### src/mcic_pkg.sv
// Function
// RULE1: start bit runs scanning, zero means standby
// RULE2: clearing start leaves interrupt output asserted
// RULE3: host programs all limits before setting start
// RULE4: configuration resets to 08h
// RULE5: interrupt enable bit gates interrupt output
// RULE6: interrupt clear forces output off, keeps status
// RULE7: interrupt clear suspends monitoring until cleared
// RULE8: reset bit drives reset low 20 ms
// RULE9: reset bit clears once pulse starts
// RULE10: chassis bit pulses chassis pin low 20 ms
// RULE11: init bit restores defaults, reads zero
// RULE12: voltage flags set on limit crossing
// RULE13: temperature flag sets on temperature event
// RULE14: fan flags set on fan count limit
// RULE15: chassis flag sets when intrusion goes high
// RULE16: reading status clears returned flags
// RULE17: remaining condition raises a fresh indication
// RULE18: primary mask bits block primary flags
// RULE19: secondary mask blocks 12V, core two, chassis
// RULE20: reset pulse acts only with enable bit
// RULE21: interrupt asserts on unmasked flag when enabled
// RULE22: reserved status reads zero, reserved bits stored
package mcic_pkg;
  // ****************************************************
  // register addresses
  // ****************************************************
  localparam logic [7:0] ADDR_CFG = 8'h40;
  localparam logic [7:0] ADDR_STAT1 = 8'h41;
  localparam logic [7:0] ADDR_STAT2 = 8'h42;
  localparam logic [7:0] ADDR_MASK1 = 8'h43;
  localparam logic [7:0] ADDR_MASK2 = 8'h44;
  localparam logic [7:0] ADDR_CI_CLEAR = 8'h46;
  localparam logic [7:0] ADDR_FAN_DIV = 8'h47;
  localparam logic [7:0] ADDR_TEMP_CFG = 8'h4B;
  // ****************************************************
  // field positions
  // ****************************************************
  localparam int CFG_START = 0;
  localparam int CFG_INT_EN = 1;
  localparam int CFG_INT_CLR = 3;
  localparam int CFG_RST_PULSE = 4;
  localparam int CFG_CI_PULSE = 6;
  localparam int CFG_INIT = 7;
  localparam int MASK2_RST_EN = 7;
  localparam int CI_CLEAR_BIT = 7;
  localparam int ST1_RAIL25 = 0;
  localparam int ST1_CORE1 = 1;
  localparam int ST1_RAIL33 = 2;
  localparam int ST1_RAIL5 = 3;
  localparam int ST1_TEMP = 4;
  localparam int ST1_FAN1 = 6;
  localparam int ST1_FAN2 = 7;
  localparam int ST2_RAIL12 = 0;
  localparam int ST2_CORE2 = 1;
  localparam int ST2_CHASSIS = 4;
  // ****************************************************
  // reset values and implemented bits
  // ****************************************************
  localparam logic [7:0] CFG_RST = 8'h08;
  localparam logic [7:0] STAT_RST = 8'h00;
  localparam logic [7:0] MASK_RST = 8'h00;
  localparam logic [3:0] FAN_DIV_RST = 4'h5;
  localparam logic [7:0] TEMP_CFG_RST = 8'h01;
  localparam logic [7:0] STAT1_VALID = 8'hDF;
  localparam logic [7:0] STAT2_VALID = 8'h13;
  localparam logic [7:0] ALL_ONES = 8'hFF;
  // ****************************************************
  // timing
  // ****************************************************
  localparam int PULSE_MS = 20;
  localparam int CLK_KHZ = 250000;
  localparam int PULSE_CYCLES_DEF = PULSE_MS * CLK_KHZ;
endpackage

### src/mcic_pulse_if.sv
`timescale 1ns/1ps
interface mcic_pulse_if;
  logic start;
  logic done;
  logic pin_n;
  modport ctl (output start, input done, input pin_n);
  modport gen (input start, output done, output pin_n);
endinterface

### src/mcic_sync.sv
`timescale 1ns/1ps
module mcic_sync #(
  parameter int W = 1
) (
  input wire logic i_clk,
  input wire logic i_rst,
  input wire logic [W-1:0] i_async,
  output logic [W-1:0] o_sync
);
  import mcic_pkg::*;
  logic [W-1:0] meta;
  always_ff @(posedge i_clk or posedge i_rst)
  begin
    if (i_rst)
    begin
      meta <= '0;
      o_sync <= '0;
    end
    else
    begin
      meta <= i_async;
      o_sync <= meta;
    end
  end
endmodule

### src/mcic_pulse_gen.sv
`timescale 1ns/1ps
module mcic_pulse_gen #(
  parameter int unsigned CYCLES = mcic_pkg::PULSE_CYCLES_DEF
) (
  input wire logic i_clk,
  input wire logic i_rst,
  mcic_pulse_if.gen pulse
);
  import mcic_pkg::*;
  logic [31:0] count;
  // last low cycle; the chassis pulse owner clears its requests on this, the reset owner clears at pulse start
  assign pulse.done = !pulse.pin_n && (count == 32'h0000_0000);
  always_ff @(posedge i_clk or posedge i_rst)
  begin
    if (i_rst)
    begin
      pulse.pin_n <= 1'b1;
      count <= 32'h0000_0000;
    end
    else if (pulse.pin_n && pulse.start)
    begin
      pulse.pin_n <= 1'b0;
      count <= 32'(CYCLES - 1);
    end
    else if (!pulse.pin_n)
    begin
      if (count == 32'h0000_0000)
        pulse.pin_n <= 1'b1;
      else
        count <= count - 32'h0000_0001;
    end
  end
endmodule

### src/mcic_top.sv
`timescale 1ns/1ps
module mcic_top #(
  parameter int unsigned PULSE_CYCLES = mcic_pkg::PULSE_CYCLES_DEF
) (
  input wire logic i_clk,
  input wire logic i_rst,
  input wire logic [7:0] i_reg_addr,
  input wire logic i_reg_wr,
  input wire logic i_reg_rd,
  input wire logic [7:0] i_reg_wdata,
  output logic [7:0] o_reg_rdata,
  input wire logic i_rail_25_fault,
  input wire logic i_core_rail_one_fault,
  input wire logic i_rail_33_fault,
  input wire logic i_rail_5_fault,
  input wire logic i_rail_12_fault,
  input wire logic i_core_rail_two_fault,
  input wire logic i_temp_fault,
  input wire logic i_fan_one_fault,
  input wire logic i_fan_two_fault,
  input wire logic i_chassis_pin,
  output logic o_chassis_pin,
  output logic o_chassis_pin_oe_n,
  input wire logic [3:0] i_vid,
  output logic o_reset_n,
  output logic o_int_n,
  output logic o_scan_enable,
  output logic [3:0] o_fan_divisor,
  output logic [1:0] o_temp_mode
);
  import mcic_pkg::*;

  // ****************************************************
  // state
  // ****************************************************
  logic [7:0] cfg;
  logic [7:0] stat1;
  logic [7:0] stat2;
  logic [7:0] mask1;
  logic [7:0] mask2;
  logic ci_clear;
  logic [3:0] fan_div;
  logic [7:0] temp_cfg;
  logic [7:0] set1;
  logic [7:0] set2;
  logic [7:0] clr1;
  logic [7:0] clr2;
  logic ci_sync;
  logic ci_prev;
  logic ci_rise;
  logic [3:0] vid_sync;
  logic wr_cfg;
  logic init_wr;
  logic rd_stat1;
  logic rd_stat2;
  logic monitor;
  logic pending;

  mcic_pulse_if rst_pulse ();
  mcic_pulse_if ci_pulse ();

  function automatic logic [7:0] mcic_flag_next(
    input logic [7:0] cur,
    input logic [7:0] set,
    input logic [7:0] clr
  );
    // a set in the clearing cycle survives
    return (cur & ~clr) | set;
  endfunction

  // ****************************************************
  // pin synchronisers and pulse generators
  // ****************************************************
  mcic_sync #(
    .W(1)
  ) u_ci_sync (
    .i_clk(i_clk),
    .i_rst(i_rst),
    .i_async(i_chassis_pin),
    .o_sync(ci_sync)
  );

  mcic_sync #(
    .W(4)
  ) u_vid_sync (
    .i_clk(i_clk),
    .i_rst(i_rst),
    .i_async(i_vid),
    .o_sync(vid_sync)
  );

  mcic_pulse_gen #(
    .CYCLES(PULSE_CYCLES)
  ) u_rst_gen (
    .i_clk(i_clk),
    .i_rst(i_rst),
    .pulse(rst_pulse.gen)
  );

  mcic_pulse_gen #(
    .CYCLES(PULSE_CYCLES)
  ) u_ci_gen (
    .i_clk(i_clk),
    .i_rst(i_rst),
    .pulse(ci_pulse.gen)
  );

  // ****************************************************
  // decode
  // ****************************************************
  assign wr_cfg = i_reg_wr && (i_reg_addr == ADDR_CFG);
  assign init_wr = wr_cfg && i_reg_wdata[CFG_INIT]; // see RULE11
  assign rd_stat1 = i_reg_rd && (i_reg_addr == ADDR_STAT1);
  assign rd_stat2 = i_reg_rd && (i_reg_addr == ADDR_STAT2);
  // monitoring halts in standby and while the clear bit is held
  assign monitor = cfg[CFG_START] && !cfg[CFG_INT_CLR]; // see RULE1 RULE7
  assign o_scan_enable = monitor;
  assign ci_rise = ci_sync && !ci_prev;

  // reset pulse needs the enable in the secondary mask
  assign rst_pulse.start = cfg[CFG_RST_PULSE] && mask2[MASK2_RST_EN]; // see RULE20
  assign ci_pulse.start = cfg[CFG_CI_PULSE] || ci_clear; // see RULE10
  assign o_reset_n = rst_pulse.pin_n; // see RULE8
  assign o_chassis_pin = 1'b0;
  assign o_chassis_pin_oe_n = ci_pulse.pin_n;
  assign o_fan_divisor = fan_div;
  assign o_temp_mode = temp_cfg[1:0];

  // ****************************************************
  // configuration register
  // ****************************************************
  always_ff @(posedge i_clk or posedge i_rst)
  begin
    if (i_rst)
      cfg <= CFG_RST; // see RULE4
    else if (init_wr)
      cfg <= CFG_RST; // see RULE11
    else if (wr_cfg)
    begin
      // reserved bits are kept, init bit is never stored
      cfg <= i_reg_wdata & ~(8'h01 << CFG_INIT); // see RULE22
      cfg[CFG_RST_PULSE] <= i_reg_wdata[CFG_RST_PULSE]
                            && mask2[MASK2_RST_EN]; // see RULE20
    end
    else
    begin
      if (rst_pulse.start && rst_pulse.pin_n)
        cfg[CFG_RST_PULSE] <= 1'b0; // see RULE9
      if (ci_pulse.done)
        cfg[CFG_CI_PULSE] <= 1'b0;
    end
  end

  // ****************************************************
  // mask, divisor and auxiliary registers
  // ****************************************************
  always_ff @(posedge i_clk or posedge i_rst)
  begin
    if (i_rst)
    begin
      mask1 <= MASK_RST; // see RULE18
      mask2 <= MASK_RST;
      fan_div <= FAN_DIV_RST;
      temp_cfg <= TEMP_CFG_RST;
    end
    else if (init_wr)
    begin
      mask1 <= MASK_RST; // see RULE11
      mask2 <= MASK_RST;
      fan_div <= FAN_DIV_RST;
      temp_cfg <= TEMP_CFG_RST;
    end
    else if (i_reg_wr)
    begin
      if (i_reg_addr == ADDR_MASK1)
        mask1 <= i_reg_wdata;
      else if (i_reg_addr == ADDR_MASK2)
        mask2 <= i_reg_wdata; // see RULE19
      else if (i_reg_addr == ADDR_FAN_DIV)
        fan_div <= i_reg_wdata[7:4];
      else if (i_reg_addr == ADDR_TEMP_CFG)
        temp_cfg <= i_reg_wdata;
    end
  end

  always_ff @(posedge i_clk or posedge i_rst)
  begin
    if (i_rst)
      ci_clear <= 1'b0;
    else if (i_reg_wr && (i_reg_addr == ADDR_CI_CLEAR))
      ci_clear <= i_reg_wdata[CI_CLEAR_BIT];
    else if (ci_pulse.done)
      ci_clear <= 1'b0;
  end

  // ****************************************************
  // status flags
  // ****************************************************
  always_comb
  begin
    set1 = STAT_RST;
    set2 = STAT_RST;
    set1[ST1_RAIL25] = i_rail_25_fault; // see RULE12
    set1[ST1_CORE1] = i_core_rail_one_fault;
    set1[ST1_RAIL33] = i_rail_33_fault;
    set1[ST1_RAIL5] = i_rail_5_fault;
    set1[ST1_TEMP] = i_temp_fault; // see RULE13
    set1[ST1_FAN1] = i_fan_one_fault; // see RULE14
    set1[ST1_FAN2] = i_fan_two_fault;
    set2[ST2_RAIL12] = i_rail_12_fault;
    set2[ST2_CORE2] = i_core_rail_two_fault;
    set2[ST2_CHASSIS] = ci_rise && !cfg[CFG_INT_CLR]; // see RULE15 RULE6
    if (!monitor)
    begin
      set1 = STAT_RST;
      set2[ST2_RAIL12] = 1'b0;
      set2[ST2_CORE2] = 1'b0;
    end
    clr1 = (rd_stat1 || init_wr) ? ALL_ONES : STAT_RST; // see RULE16
    clr2 = (rd_stat2 || init_wr) ? ALL_ONES : STAT_RST;
  end

  always_ff @(posedge i_clk or posedge i_rst)
  begin
    if (i_rst)
      ci_prev <= 1'b0;
    else
      ci_prev <= ci_sync;
  end

  // a condition still present after a read sets its flag again
  always_ff @(posedge i_clk or posedge i_rst)
  begin
    if (i_rst)
    begin
      stat1 <= STAT_RST;
      stat2 <= STAT_RST;
    end
    else
    begin
      stat1 <= mcic_flag_next(stat1, set1, clr1)
               & STAT1_VALID; // see RULE17 RULE22
      stat2 <= mcic_flag_next(stat2, set2, clr2) & STAT2_VALID;
    end
  end

  // ****************************************************
  // interrupt output
  // ****************************************************
  assign pending = |(stat1 & ~mask1) || |(stat2 & ~mask2 & STAT2_VALID);

  // start is not looked at, so standby keeps the pin asserted
  always_ff @(posedge i_clk or posedge i_rst)
  begin
    if (i_rst)
      o_int_n <= 1'b1;
    else
      o_int_n <= !(cfg[CFG_INT_EN] && !cfg[CFG_INT_CLR]
                   && pending); // see RULE21 RULE5 RULE2
  end

  // ****************************************************
  // read data
  // ****************************************************
  always_ff @(posedge i_clk or posedge i_rst)
  begin
    if (i_rst)
      o_reg_rdata <= 8'h00;
    else if (i_reg_rd)
    begin
      if (i_reg_addr == ADDR_CFG)
        o_reg_rdata <= cfg;
      else if (i_reg_addr == ADDR_STAT1)
        o_reg_rdata <= stat1;
      else if (i_reg_addr == ADDR_STAT2)
        o_reg_rdata <= stat2;
      else if (i_reg_addr == ADDR_MASK1)
        o_reg_rdata <= mask1;
      else if (i_reg_addr == ADDR_MASK2)
        o_reg_rdata <= mask2;
      else if (i_reg_addr == ADDR_CI_CLEAR)
        o_reg_rdata <= {ci_clear, 7'h00};
      else if (i_reg_addr == ADDR_FAN_DIV)
        o_reg_rdata <= {fan_div, vid_sync};
      else if (i_reg_addr == ADDR_TEMP_CFG)
        o_reg_rdata <= temp_cfg;
      else
        o_reg_rdata <= 8'h00;
    end
  end

  // ****************************************************
  // checks
  // ****************************************************
  logic [31:0] rst_low_cnt;
  logic [31:0] ci_low_cnt;
  always_ff @(posedge i_clk or posedge i_rst)
  begin
    if (i_rst)
    begin
      rst_low_cnt <= 32'h0000_0000;
      ci_low_cnt <= 32'h0000_0000;
    end
    else
    begin
      rst_low_cnt <= o_reset_n ? 32'h0000_0000 : rst_low_cnt + 32'h0000_0001;
      ci_low_cnt <= o_chassis_pin_oe_n ? 32'h0000_0000
                                       : ci_low_cnt + 32'h0000_0001;
    end
  end

  property p_int_gate;
    @(posedge i_clk) disable iff (i_rst)
    (!cfg[CFG_INT_EN] || cfg[CFG_INT_CLR]) |=> o_int_n;
  endproperty
  a_int_gate: assert property (p_int_gate) // see RULE5 RULE6
    else $error("interrupt asserted while gated");

  property p_int_assert;
    @(posedge i_clk) disable iff (i_rst)
    (cfg[CFG_INT_EN] && !cfg[CFG_INT_CLR] && pending) |=> !o_int_n;
  endproperty
  a_int_assert: assert property (p_int_assert) // see RULE21
    else $error("interrupt missing for pending flag");

  property p_start_keeps_int;
    @(posedge i_clk) disable iff (i_rst)
    (!o_int_n && $fell(cfg[CFG_START]) && cfg[CFG_INT_EN]
     && !cfg[CFG_INT_CLR] && pending) |=> !o_int_n;
  endproperty
  a_start_keeps_int: assert property (p_start_keeps_int) // see RULE2
    else $error("clearing start removed the interrupt");

  property p_masked;
    @(posedge i_clk) disable iff (i_rst)
    ((stat1 & ~mask1) == 8'h00 && (stat2 & ~mask2) == 8'h00) |=> o_int_n;
  endproperty
  a_masked: assert property (p_masked) // see RULE18 RULE19
    else $error("masked flag reached interrupt");

  property p_no_scan_set;
    @(posedge i_clk) disable iff (i_rst)
    !monitor |=> (stat1 & ~$past(stat1)) == 8'h00;
  endproperty
  a_no_scan_set: assert property (p_no_scan_set) // see RULE1 RULE7
    else $error("primary flag set while not monitoring");

  property p_rst_len;
    @(posedge i_clk) disable iff (i_rst)
    $rose(o_reset_n) |-> rst_low_cnt == 32'(PULSE_CYCLES);
  endproperty
  a_rst_len: assert property (p_rst_len) // see RULE8
    else $error("reset pulse length wrong");

  property p_ci_len;
    @(posedge i_clk) disable iff (i_rst)
    $rose(o_chassis_pin_oe_n) |-> ci_low_cnt == 32'(PULSE_CYCLES);
  endproperty
  a_ci_len: assert property (p_ci_len) // see RULE10
    else $error("chassis pulse length wrong");

  property p_rst_selfclear;
    @(posedge i_clk) disable iff (i_rst)
    $fell(o_reset_n) |-> !cfg[CFG_RST_PULSE];
  endproperty
  a_rst_selfclear: assert property (p_rst_selfclear) // see RULE9
    else $error("reset bit not cleared at pulse start");

  property p_rst_enable;
    @(posedge i_clk) disable iff (i_rst)
    (o_reset_n && !mask2[MASK2_RST_EN]) |=> o_reset_n;
  endproperty
  a_rst_enable: assert property (p_rst_enable) // see RULE20
    else $error("reset pulse without enable");

  property p_init;
    @(posedge i_clk) disable iff (i_rst)
    init_wr |=> (cfg == CFG_RST && mask1 == MASK_RST && mask2 == MASK_RST
                 && fan_div == FAN_DIV_RST && temp_cfg == TEMP_CFG_RST);
  endproperty
  a_init: assert property (p_init) // see RULE11
    else $error("init did not restore defaults");

  property p_rd_clear;
    @(posedge i_clk) disable iff (i_rst)
    rd_stat1 |=> stat1 == ($past(set1) & STAT1_VALID);
  endproperty
  a_rd_clear: assert property (p_rd_clear) // see RULE16 RULE17
    else $error("status read did not clear");

  property p_chassis;
    @(posedge i_clk) disable iff (i_rst)
    (ci_rise && !cfg[CFG_INT_CLR]) |=> stat2[ST2_CHASSIS];
  endproperty
  a_chassis: assert property (p_chassis) // see RULE15
    else $error("chassis flag not set");

  property p_reserved;
    @(posedge i_clk) disable iff (i_rst)
    (stat1 & ~STAT1_VALID) == 8'h00 && (stat2 & ~STAT2_VALID) == 8'h00;
  endproperty
  a_reserved: assert property (p_reserved) // see RULE22
    else $error("reserved status bit set");

  c_int: cover property (@(posedge i_clk) disable iff (i_rst)
    $fell(o_int_n));
  c_rst_pulse: cover property (@(posedge i_clk) disable iff (i_rst)
    $rose(o_reset_n));
  c_ci_pulse: cover property (@(posedge i_clk) disable iff (i_rst)
    $rose(o_chassis_pin_oe_n));
  c_refresh: cover property (@(posedge i_clk) disable iff (i_rst)
    rd_stat1 ##1 (stat1 != 8'h00));
endmodule

### config.mk
export PLATFORM = sky130hd
export DESIGN_NAME = mcic_top
export DESIGN_NICKNAME = d
export VERILOG_FILES = /design/src/mcic_pkg.sv /design/src/mcic_pulse_if.sv /design/src/mcic_sync.sv /design/src/mcic_pulse_gen.sv /design/src/mcic_top.sv
export SDC_FILE = /design/constraint.sdc
export NUM_CORES = 1
export LEC_CHECK = 0
export ABC_AREA = 1
export BUFFER_PORTS_ARGS = -buffer_cell sky130_fd_sc_hd__buf_2
export CAP_MARGIN = 20
export CORE_MARGIN = 2
export CORE_UTILIZATION = 55
export CTS_CLUSTER_DIAMETER = 60
export CTS_CLUSTER_SIZE = 16
export DETAILED_ROUTE_END_ITERATION = 16
export PLACE_DENSITY_LB_ADDON = 0.15
export SETUP_SLACK_MARGIN = 0.3
export SLEW_MARGIN = 15
export SYNTH_ARGS = -nofsm -noshare
export SYNTH_HDL_FRONTEND = slang
export SYNTH_SLANG_ARGS = --single-unit
### constraint.sdc
create_clock -name i_clk -period 6.3 [get_ports i_clk]
set_clock_uncertainty 0.15 [all_clocks]
set_input_delay 1.26 -clock i_clk [delete_from_list [all_inputs] [get_ports i_clk]]
set_output_delay 1.26 -clock i_clk [all_outputs]
set_load 0.05 [all_outputs]
Yosys cells after proc, flatten, opt, wreduce, memory -nomap -nowiden
Cells that the tools add are included.

word-level totals
  bits in registers = 133
  input port bits = 34
  output and inout port bits = 19
  word-level logic and storage cells = 141

operators by class
  add/subtract/negate cells = 2
  eq/ne operators = 15
  mux-type cells = 51
  bitwise logic cells = 10
  reduce and logical (&&, ||, !) cells = 42

operator list
  cell                                                  number
  2-to-1 mux 32 bit                                     6
  2-to-1 mux 8 bit                                      24
  equality test 8 x 7 -> 1 bit (second input constant)  8
  logical NOT 32 bit                                    2
  subtractor 32 x 1 -> 32 bit (second input constant)   2
  2-to-1 mux 4 bit                                      6
  AND 8 bit                                             2
  NOT 8 bit                                             2
  logical AND 1 bit                                     15
  != test 2 bit (second input constant)                 7
  nonzero test 2 bit                                    7
  2-to-1 mux 1 bit                                      13
  AND 5 bit                                             2
  NOT 5 bit                                             2
  bitwise OR 8 bit                                      1
  OR reduction 8 bit                                    1
  AND reduction 2 bit                                   3
  nonzero test 3 bit                                    2
  2-to-1 mux 5 bit                                      1
  bitwise OR 5 bit                                      1
  AND reduction 5 bit                                   1
  logical NOT 1 bit                                     4
  logical OR 1 bit                                      4
  AND reduction 4 bit                                   1
  3 further kinds                                       3

Depth between registers and ports, before layout
Gate-level depths: netlist (run 1).

  depth in word-level cells = 9
  depth in mapped cells = 12
  mapped depth without buffers = 11

By module
From an unflattened synthesis (run 1), not the netlist that was laid out.

unflattened totals
  cells, all modules = 1074
  area, all modules = 7843.8 um^2

by module, submodules not included
  module                      times used  cells an instance  area an instance (um^2)  sequential area each (um^2)
  mcic_top                    1           363                2981.6                   1407.6
  mcic_pulse_gen (u_rst_gen)  1           356                2359.8                   827.0
  mcic_pulse_gen (u_ci_gen)   1           343                2244.7                   827.0
  mcic_sync (u_vid_sync)      1           9                  203.9                    200.2
  mcic_sync (u_ci_sync)       1           3                  53.8                     50.0

Least setup slack after synthesis (run 1)
No wires, ideal clock.

  path kind = input-to-reg
  start = input i_reg_addr[7]
  end = register temp_cfg[3]
  library setup time = 0.135 ns
  data arrival time = 2.345 ns
  data required time = 6.015 ns
  path slack = 3.670 ns
  cell stages on the path = 10
  path buffers = 2
  cells stage by stage = inv_1 nand2_1 nor2_4 nand3_2 nor2_4 nand2_1 buf_2 buf_2 nand2_1 o21ai_0

between the ends
  word-level cells in the longest chain between the ends = 5
  elaborated cells between the ends (all ways) = 14
  those cells by class = eq/ne: 8; mux: 1; reduce/logical: 5

ends and longest elaborated chain
  what                                                                         line             RTL
  from (decl)                                                                  mcic_top.sv:7    input wire logic [7:0] i_reg_addr,
  equality test 8 x 7 -> 1 bit                                                 mcic_top.sv:111  assign wr_cfg = i_reg_wr && (i_reg_addr == ADDR_CFG);
  logical AND 1 bit                                                            mcic_top.sv:111
  logical AND 1 bit                                                            mcic_top.sv:112  assign init_wr = wr_cfg && i_reg_wdata[CFG_INIT];
  != test 2 bit (no source line) / nonzero test 2 bit (equally long branches)  --
  AND reduction 5 bit (no source line)                                         --
  to (signal assigned)                                                         mcic_top.sv:182  temp_cfg <= i_reg_wdata;
  to (decl)                                                                    mcic_top.sv:43   logic [7:0] temp_cfg;

Several ways; a longest one is shown, not always the timed one.
A chain may end at the register's enable or synchronous reset.

Worst setup path in the final report (run 1)
  start = input i_reg_addr[7]
  end = register mask1[5]

between the ends
  word-level cells in the longest chain between the ends = 5
  elaborated cells between the ends (all ways) = 8
  those cells by class = eq/ne: 2; mux: 1; reduce/logical: 5

ends and longest elaborated chain
  what                                  line             RTL
  equality test 8 x 7 -> 1 bit          mcic_top.sv:111
  logical AND 1 bit                     mcic_top.sv:111
  logical AND 1 bit                     mcic_top.sv:112
  nonzero test 2 bit (no source line)   --
  AND reduction 2 bit (no source line)  --
  to (signal assigned)                  mcic_top.sv:176  mask1 <= i_reg_wdata;
  to (decl)                             mcic_top.sv:39   logic [7:0] mask1;

Several ways; a longest one is shown, not always the timed one.

==> metrics, run 1 <==
Peak VDD IR=0.268 mV; CTS tree=yes; Static Leak=4.26 nW; layout cell share with drive strength beyond 1=between 15 and 20%; Final Hold Fails=0; Synth cell types=40; DRT antenna net count=0; Hold Path Sink=u_vid_sync.o_sync[0]; Hold Path Class=flop to flop; maxcap violations=0; hold_buf cts=0; root buffer cell=clkbuf_16; global-route usage over all layers=27.3%; Worst R2R End=u_rst_gen.count[31]; drt pass-1 iters=5; Final setup viols=0; Reg2Reg Launch Point=u_rst_gen.pulse.pin_n; Slew Viols, Final=0; initial drt markers=594; DP HPWL=13600 um; Crit Path Category=input pin to flop; Vias=6969; row cnt=42; Placer Congestion=just over 0.9; clock latency on the worst-skew pair=between 0.4 and 0.5 ns; synth top area cells=dfrtp_1 41%, nand2_1 13%, nor2_1 7.3%; IO buf count=51; Critical Path End Type=flop; Max FO, Critical Path=29; # resized after CTS=0; Tmin final=3.37 ns; WHS Path Cells=0; Initial Utilization=between 50% and 60%; relative slew slack=25.9%; I/O pin count=53; RSZ-0062 raised after global routing=false; largest net degree at the start of global routing=91; Startpoint Class=input pin; Synth top area share=around two fifths; hold path start=u_vid_sync.meta[0]; Worst R2R Setup Slack=3.12 ns; Yosys reg bits=132; synth warn=0; Achievable Freq=296 MHz; sequential share of the synthesized area=43.5%; vias in the first global route=6511; Yosys top cell by area=dfrtp_1; critical path arrival=3.51 ns; global-route wire length before repair=31700 um; Die X=122 um; worst r2r path cells=7; core area=13400 um^2; P&R area growth vs syn=12.2%; Die Height=122 um; DRC viols=0; routed vias/inst=about 5.5; H-Tree Depth=4; initial antenna violation count=0; grt total ovfl=0; wire per inst=15.1 um; Post-Syn Area=7610 um^2; setup_tns=0 ns; power density over the cells=between 400 and 500 nW/um^2; Mapped Cells=~1000; status=finished clean; Tightest Pin Transition=1.11 ns; total power=0.00385 W; Worst-path clk slew=approximately 0.06 ns; WL final=between 15000 and 20000 um; Clock Sinks=~130; most frequent cells in the layout=271 x nand2_1, 148 x nor2_1, 125 x dfrtp_1, 100 x inv_1, 95 x nand3_1; Critical Path RT=6.44 ns; Layout Nets=1110; commonest non-fill, non-tap cell in the layout=nand2_1; Hold WS=0.198 ns; ant diodes=0; Post-Syn Area per Cell=7.40 um^2; Synth Net Count=approximately 1100; total clock buffers created by CTS=17; Tcrit/Tclk final=between 50% and 60%; Longest Clk Path Bufs=2; Post-CTS Setup Inserts=0; Die ar.=around 15000 um^2
## sequential cells by signal (all words and copies together) (netlist names), 3 cells and up
signal / count
mask1: 8
u_vid_sync.meta: 4
o_reg_rdata: 8
u_vid_sync.o_sync: 4
stat1: 7
cfg: 7
u_ci_gen.count: 32
stat2: 3
mask2: 8
temp_cfg: 8
o_fan_divisor: 4
u_rst_gen.count: 32
## cell usage after synthesis
cell type,n
a21oi_1,22
buf_1,1
nand4_1,42
nor2_4,6
xor2_1,12
dfrtp_1,125
conb_1,1
o21ai_1,13
o32ai_1,1
ha_1,2
clkbuf_1,10
nor2_1,148
nand2_2,14
inv_4,1
dfstp_2,7
nand2_4,3
nor2_2,8
a221oi_1,1
o21ai_0,64
xnor2_1,3
inv_1,101
nor3_1,3
buf_12,1
o21bai_1,5
clkinv_4,1
nand3_2,2
or2_2,1
o22ai_1,4
nand3b_1,5
nand3_1,95
mux2i_1,2
nor2_8,1
buf_4,5
o21ai_2,34
o211ai_1,1
buf_2,7
nand2_1,271
clkinv_1,1
o21ai_4,1
buf_6,4
## worst max path at each step
| stage | startpoint | to |
|---|---|---|
| floorplan | i_rst | cfg[0] |
| global placement | i_reg_addr[7] | mask1[3] |
| detailed placement | i_reg_addr[7] | mask1[5] |
| CTS | i_reg_addr[7] | mask1[7] |
| global route | i_reg_addr[7] | mask1[5] |
| finish | i_reg_addr[7] | mask1[5] |
## cell type report
cell class                      count  area (um^2)
Clock buffer                       18          439
Clock inverter                     14          168
Fill cell                        1237         4850
Inverter                          104          403
Multi-Input combinational cell    765         3730
Sequential cell                   132         3310
Tap cell                          176          220
Timing Repair Buffer               54          278
## stage by stage
| stage | area, um^2 | utilization [%] | setup slack, ns | std cells |
|---|---|---|---|---|
| after global routing | 8550 | 63.8 | 2.71 | 1263 |
| after detailed placement | 7940 | 59.2 | 2.56 | 1231 |
| after floorplan | 7610 | - | 1.38 | 1029 |
| after global placement | 7940 | 59.2 | 2.64 | 1231 |
| final | 8550 | 63.8 | 2.93 | 1263 |
| after CTS | 8550 | 63.8 | 2.96 | 1263 |
## cells by family (layout without fill, tap and decap cells)
logic type / count (synthesis) / in the layout / share of synthesized area (%)
other: 1 / 1 / 0.0492
flip-flops: 132 / 132 / 43.5
buffers and inverters: 132 / 190 / 7.57
AND/OR/NAND/NOR: 599 / 599 / 34.8
multiplexers: 2 / 2 / 0.263
XOR/XNOR: 15 / 15 / 1.73
AO/OA/AOI/OAI: 146 / 146 / 11.8
adder cells (fa/ha/maj): 2 / 2 / 0.329
## worst max-delay path, cell delays in order
cell,delay [ns]
buf_2,0.09
inv_1,0.06
nand2_1,0.08
nor2_4,0.35
nand3_2,0.18
nor2_4,0.17
nand2_1,0.57
o21ai_0,0.26
inv_1,0.26
nand2_1,0.14
o21ai_1,0.07
## where the power goes
part	internal, W	switching [W]
combinational	0.000484	0.00109
sequential	0.00105	0.000205
clock	0.000606	0.000415
total	0.00214	0.00171
## per-layer routing
metal,share of wire [%],vias to the layer above,global-route usage [%]
li1,-,3443,-
met1,45,3251,36.5
met2,46,226,43.4
met3,5.1,49,5.71
met4,3.1,0,11.6
met5,0,-,0
Note: power is estimated with default switching activity, not from simulation.
==> inputs of run 2 (changes only) <==
--- a/config.mk
+++ b/config.mk
@@ -5,7 +5,7 @@
 export SDC_FILE = /design/constraint.sdc
 export NUM_CORES = 1
 export LEC_CHECK = 0
-export ABC_AREA = 1
+export ABC_AREA = 0
 export BUFFER_PORTS_ARGS = -buffer_cell sky130_fd_sc_hd__buf_2
 export CAP_MARGIN = 20
 export CORE_MARGIN = 2
==> constraint.sdc (replaced) <==
create_clock -name i_clk -period 3.4 [get_ports i_clk]
set_clock_uncertainty 0.15 [all_clocks]
set_input_delay 0.68 -clock i_clk [delete_from_list [all_inputs] [get_ports i_clk]]
set_output_delay 0.68 -clock i_clk [all_outputs]
set_load 0.05 [all_outputs]
==> run 2 against run 1 <==
Design area is 11% lower. Combinational power is 73% lower. Synthesized cell count is 36% lower. Setup slack worse by 2.5 ns. Non-clock buffer count is 7 higher. Register-to-register slack worse by 2.7 ns. Hold slack better by 0.0011 ns. Sequential power is 36% higher. Utilization is 0.24 points higher. Sequential share of layout area is 4.7 points higher. Flip-flop and latch count stayed put. Critical path depth is 4 lower. Largest cell class is now sequential cells.
==> metrics, run 2 <==
sequential cell fraction of total power=43.2%; Tightest Pin Transition=0.787 ns; Hold Path Class=flop to flop; critical path arrival=3.09 ns; hold path start=u_ci_sync.meta; Die X=114 um; Combinational Power Share=between 10% and 20%; Post-Syn Area per Cell=10.1 um^2; sequential share of the synthesized area=49.8%; most frequent cells in the layout=125 x dfrtp_1, 52 x nand2_1, 51 x buf_2, 47 x nor2_1, 34 x a21oi_1; vias in the first global route=5113; crit-path max cell delay=between 0.5 and 0.6 ns; worst r2r path cells=7; Sw Pwr=0.00107 W; row cnt=40; WP buf/inv=1; Final Hold Fails=0; power density over the cells=517 nW/um^2; main combinational cell family by area after synthesis=simple AND/OR/NAND/NOR gates; Crit Path Category=flop to flop; Worst-path clk slew=0.06 ns; I/O pin count=53; Initial Utilization=55.9%; largest net degree at the start of global routing=around 130; Critical Path RT=3.55 ns; switch share=between 20% and 30%; initial drt markers=approximately 510; Worst R2R Setup Slack=0.46 ns; RSZ-0062 raised after global routing=true; routed vias/inst=6.37; adder-cell share of the synthesized area=0.376%; DRC viols=0; Max FO, Critical Path=10; relative slew slack=47.4%; Layout Nets=746; Post-CTS Setup Inserts=0; Peak VDD IR=0.369 mV; synth top area cells=dfrtp_1 47%, mux2i_1 3.8%, nand2_1 2.9%; WL final=16000 um; DRT antenna net count=0; Pint=~0.0029 W; maxcap violations=0; critical path's slowest cell=or3_1; synth warn=0; crit path cell chain=inv_1 > ha_1 > or4b_4 > or3_1 > nor3_4 > nor3_1 > or3b_1; post-synthesis xor/xnor area fraction=~2.0%; Tmin final=2.94 ns; Clock Power Share=46.0%; ant diodes=0; Yosys top cell by area=dfrtp_1; post-synthesis mux area share=a little under 4%; Reg2Reg Launch Point=u_ci_gen.count[0]; Worst R2R End=u_ci_gen.count[8]; Startpoint Class=flop; Yosys reg bits=132; Crit path max-delay family=simple AND/OR/NAND/NOR gates; fin area=about 7600 um^2; Placer Congestion=0.910; total clock buffers created by CTS=17; Hold WS=just under 0.2 ns; Seq. cell area=3310 um^2; Hold Path Sink=u_ci_sync.o_sync; Clock Sinks=132; Synth cell types=75; Die ar.=13000 um^2; root buffer cell=clkbuf_16; setup_tns=0 ns; Synth top cells by count=125 x dfrtp_1, 52 x nand2_1, 47 x nor2_1; number of flops mapped to enable cells by yosys=0; asr flop ratio synth=100%; DP HPWL=10900 um; Synth Net Count=about 700; Tcrit/Tclk final=86.3%; dpl cell area=roughly 7000 um^2; Synth top area share=47.0%; layout cell share with drive strength beyond 1=a little under a fifth; top_reg_cell synth=dfrtp_1; clock latency on the worst-skew pair=around 0.43 ns; total power=0.00394 W; grt total ovfl=0; hold_buf cts=0; Die Height=114 um; P&R area growth vs syn=14.6%; drt pass-1 iters=7; core area=between 10000 and 15000 um^2; Vias=5538; simple-gate share of the synthesized area=22.2%; Slew Viols, Final=0; Final Util=between 60% and 70%; # resized after CTS=0; Longest Clk Path Bufs=2; wire per inst=about 18 um; global-route wire length before repair=approximately 26000 um; post-synthesis compound-gate area fraction=a little under a fifth; Post-Syn Area=around 6700 um^2; WHS Path Cells=0; Final setup viols=0; commonest non-fill, non-tap cell in the layout=dfrtp_1; status=finished clean; initial antenna violation count=0; CTS tree=yes; count leader, synth=dfrtp_1; area occupied by multi-input gates=3110 um^2; fillers=993; H-Tree Depth=4; Critical Path End Type=flop; Mapped Cells=661; largest registers=u_ci_gen.count (32), u_rst_gen.count (32); global-route usage over all layers=26.0%; IO buf count=a little over 50; Static Leak=3.45 nW; Achievable Freq=341 MHz
run 2: cell count changes in the layout (fill, tap and decap cells not counted), sizes merged, moves of 12 or more:
cell and delta:
a21oi +12, a22o +16, inv -85, mux2i +23
nand2 -236, nand3 -70, nand4 -29, nor2 -116
nor3 +19, o21ai -81, o31ai +17, or3 +31
or4 +14
run 2: worst reg2reg max path, cell delays in order (launching register included):
cell,delay (ns)
dfrtp_1,0.41
inv_1,0.07
ha_1,0.20
or4b_4,0.52
or3_1,0.57
nor3_4,0.45
nor3_1,0.09
or3b_1,0.35
run 2: power groups by stage:
| stage | clock network (W) | logic [W] | registers, W |
|---|---|---|---|
| floorplan | 0 | 0.000274 | 0.00176 |
| global placement | 0 | 0.000418 | 0.00173 |
| detailed placement | 0 | 0.000425 | 0.00173 |
| CTS | 0.00184 | 0.000427 | 0.00170 |
| global route | 0.00190 | 0.000468 | 0.00171 |
| finish | 0.00181 | 0.000427 | 0.00170 |
run 2: worst max path at each step:
stage	startpoint	endpoint	slack [ns]	depth (start not counted)
2_1_floorplan	i_reg_addr[5]	stat2[4]	0.68	6
3_3_place_gp	i_reg_addr[5]	mask1[3]	0.51	6
3_5_place_dp	i_reg_addr[5]	mask1[0]	0.36	6
4_1_cts	u_ci_gen.count[0]	u_ci_gen.count[8]	0.46	7
5_1_grt	u_ci_gen.count[1]	u_ci_gen.count[31]	0.30	7
6_report	u_ci_gen.count[0]	u_ci_gen.count[8]	0.46	7
run 2: logic make-up (layout without fill, tap and decap cells):
logic type,after synthesis,after routing
buffers and inverters,53,115
other,1,1
AND/OR/NAND/NOR,263,263
adder cells (fa/ha/maj),2,2
XOR/XNOR,15,15
multiplexers,26,26
AO/OA/AOI/OAI,169,169
flip-flops,132,132
run 2: cell type report:
type | instances | share of cell area, %
multi-input combinational | 476 | 40.8
timing repair buffer | 61 | 4.50
inverter | 22 | 1.13
clock inverter | 14 | 1.99
tap | 147 | 2.41
sequential | 132 | 43.4
clock buffer | 18 | 5.76
run 2: through the flow:
| step | setup slack, ns | instances |
|---|---|---|
| 2_1_floorplan | 0.677 | 661 |
| 3_3_place_gp | 0.513 | 838 |
| 3_5_place_dp | 0.364 | 838 |
| 4_1_cts | 0.463 | 870 |
| 5_1_grt | 0.298 | 870 |
| 6_report | 0.464 | 870 |
run 2: layer usage:
layer | track usage [%] | part of all wire, % | routed length [um] | vias to the layer above
met2 | 37.4 | 45 | 7250 | 178
met4 | 7.97 | 1.2 | 187 | 0
met3 | 5.63 | 6.1 | 971 | 19
met5 | 0 | 0 | 0 | -
li1 | - | - | - | 2592
met1 | 39.4 | 47 | 7600 | 2749
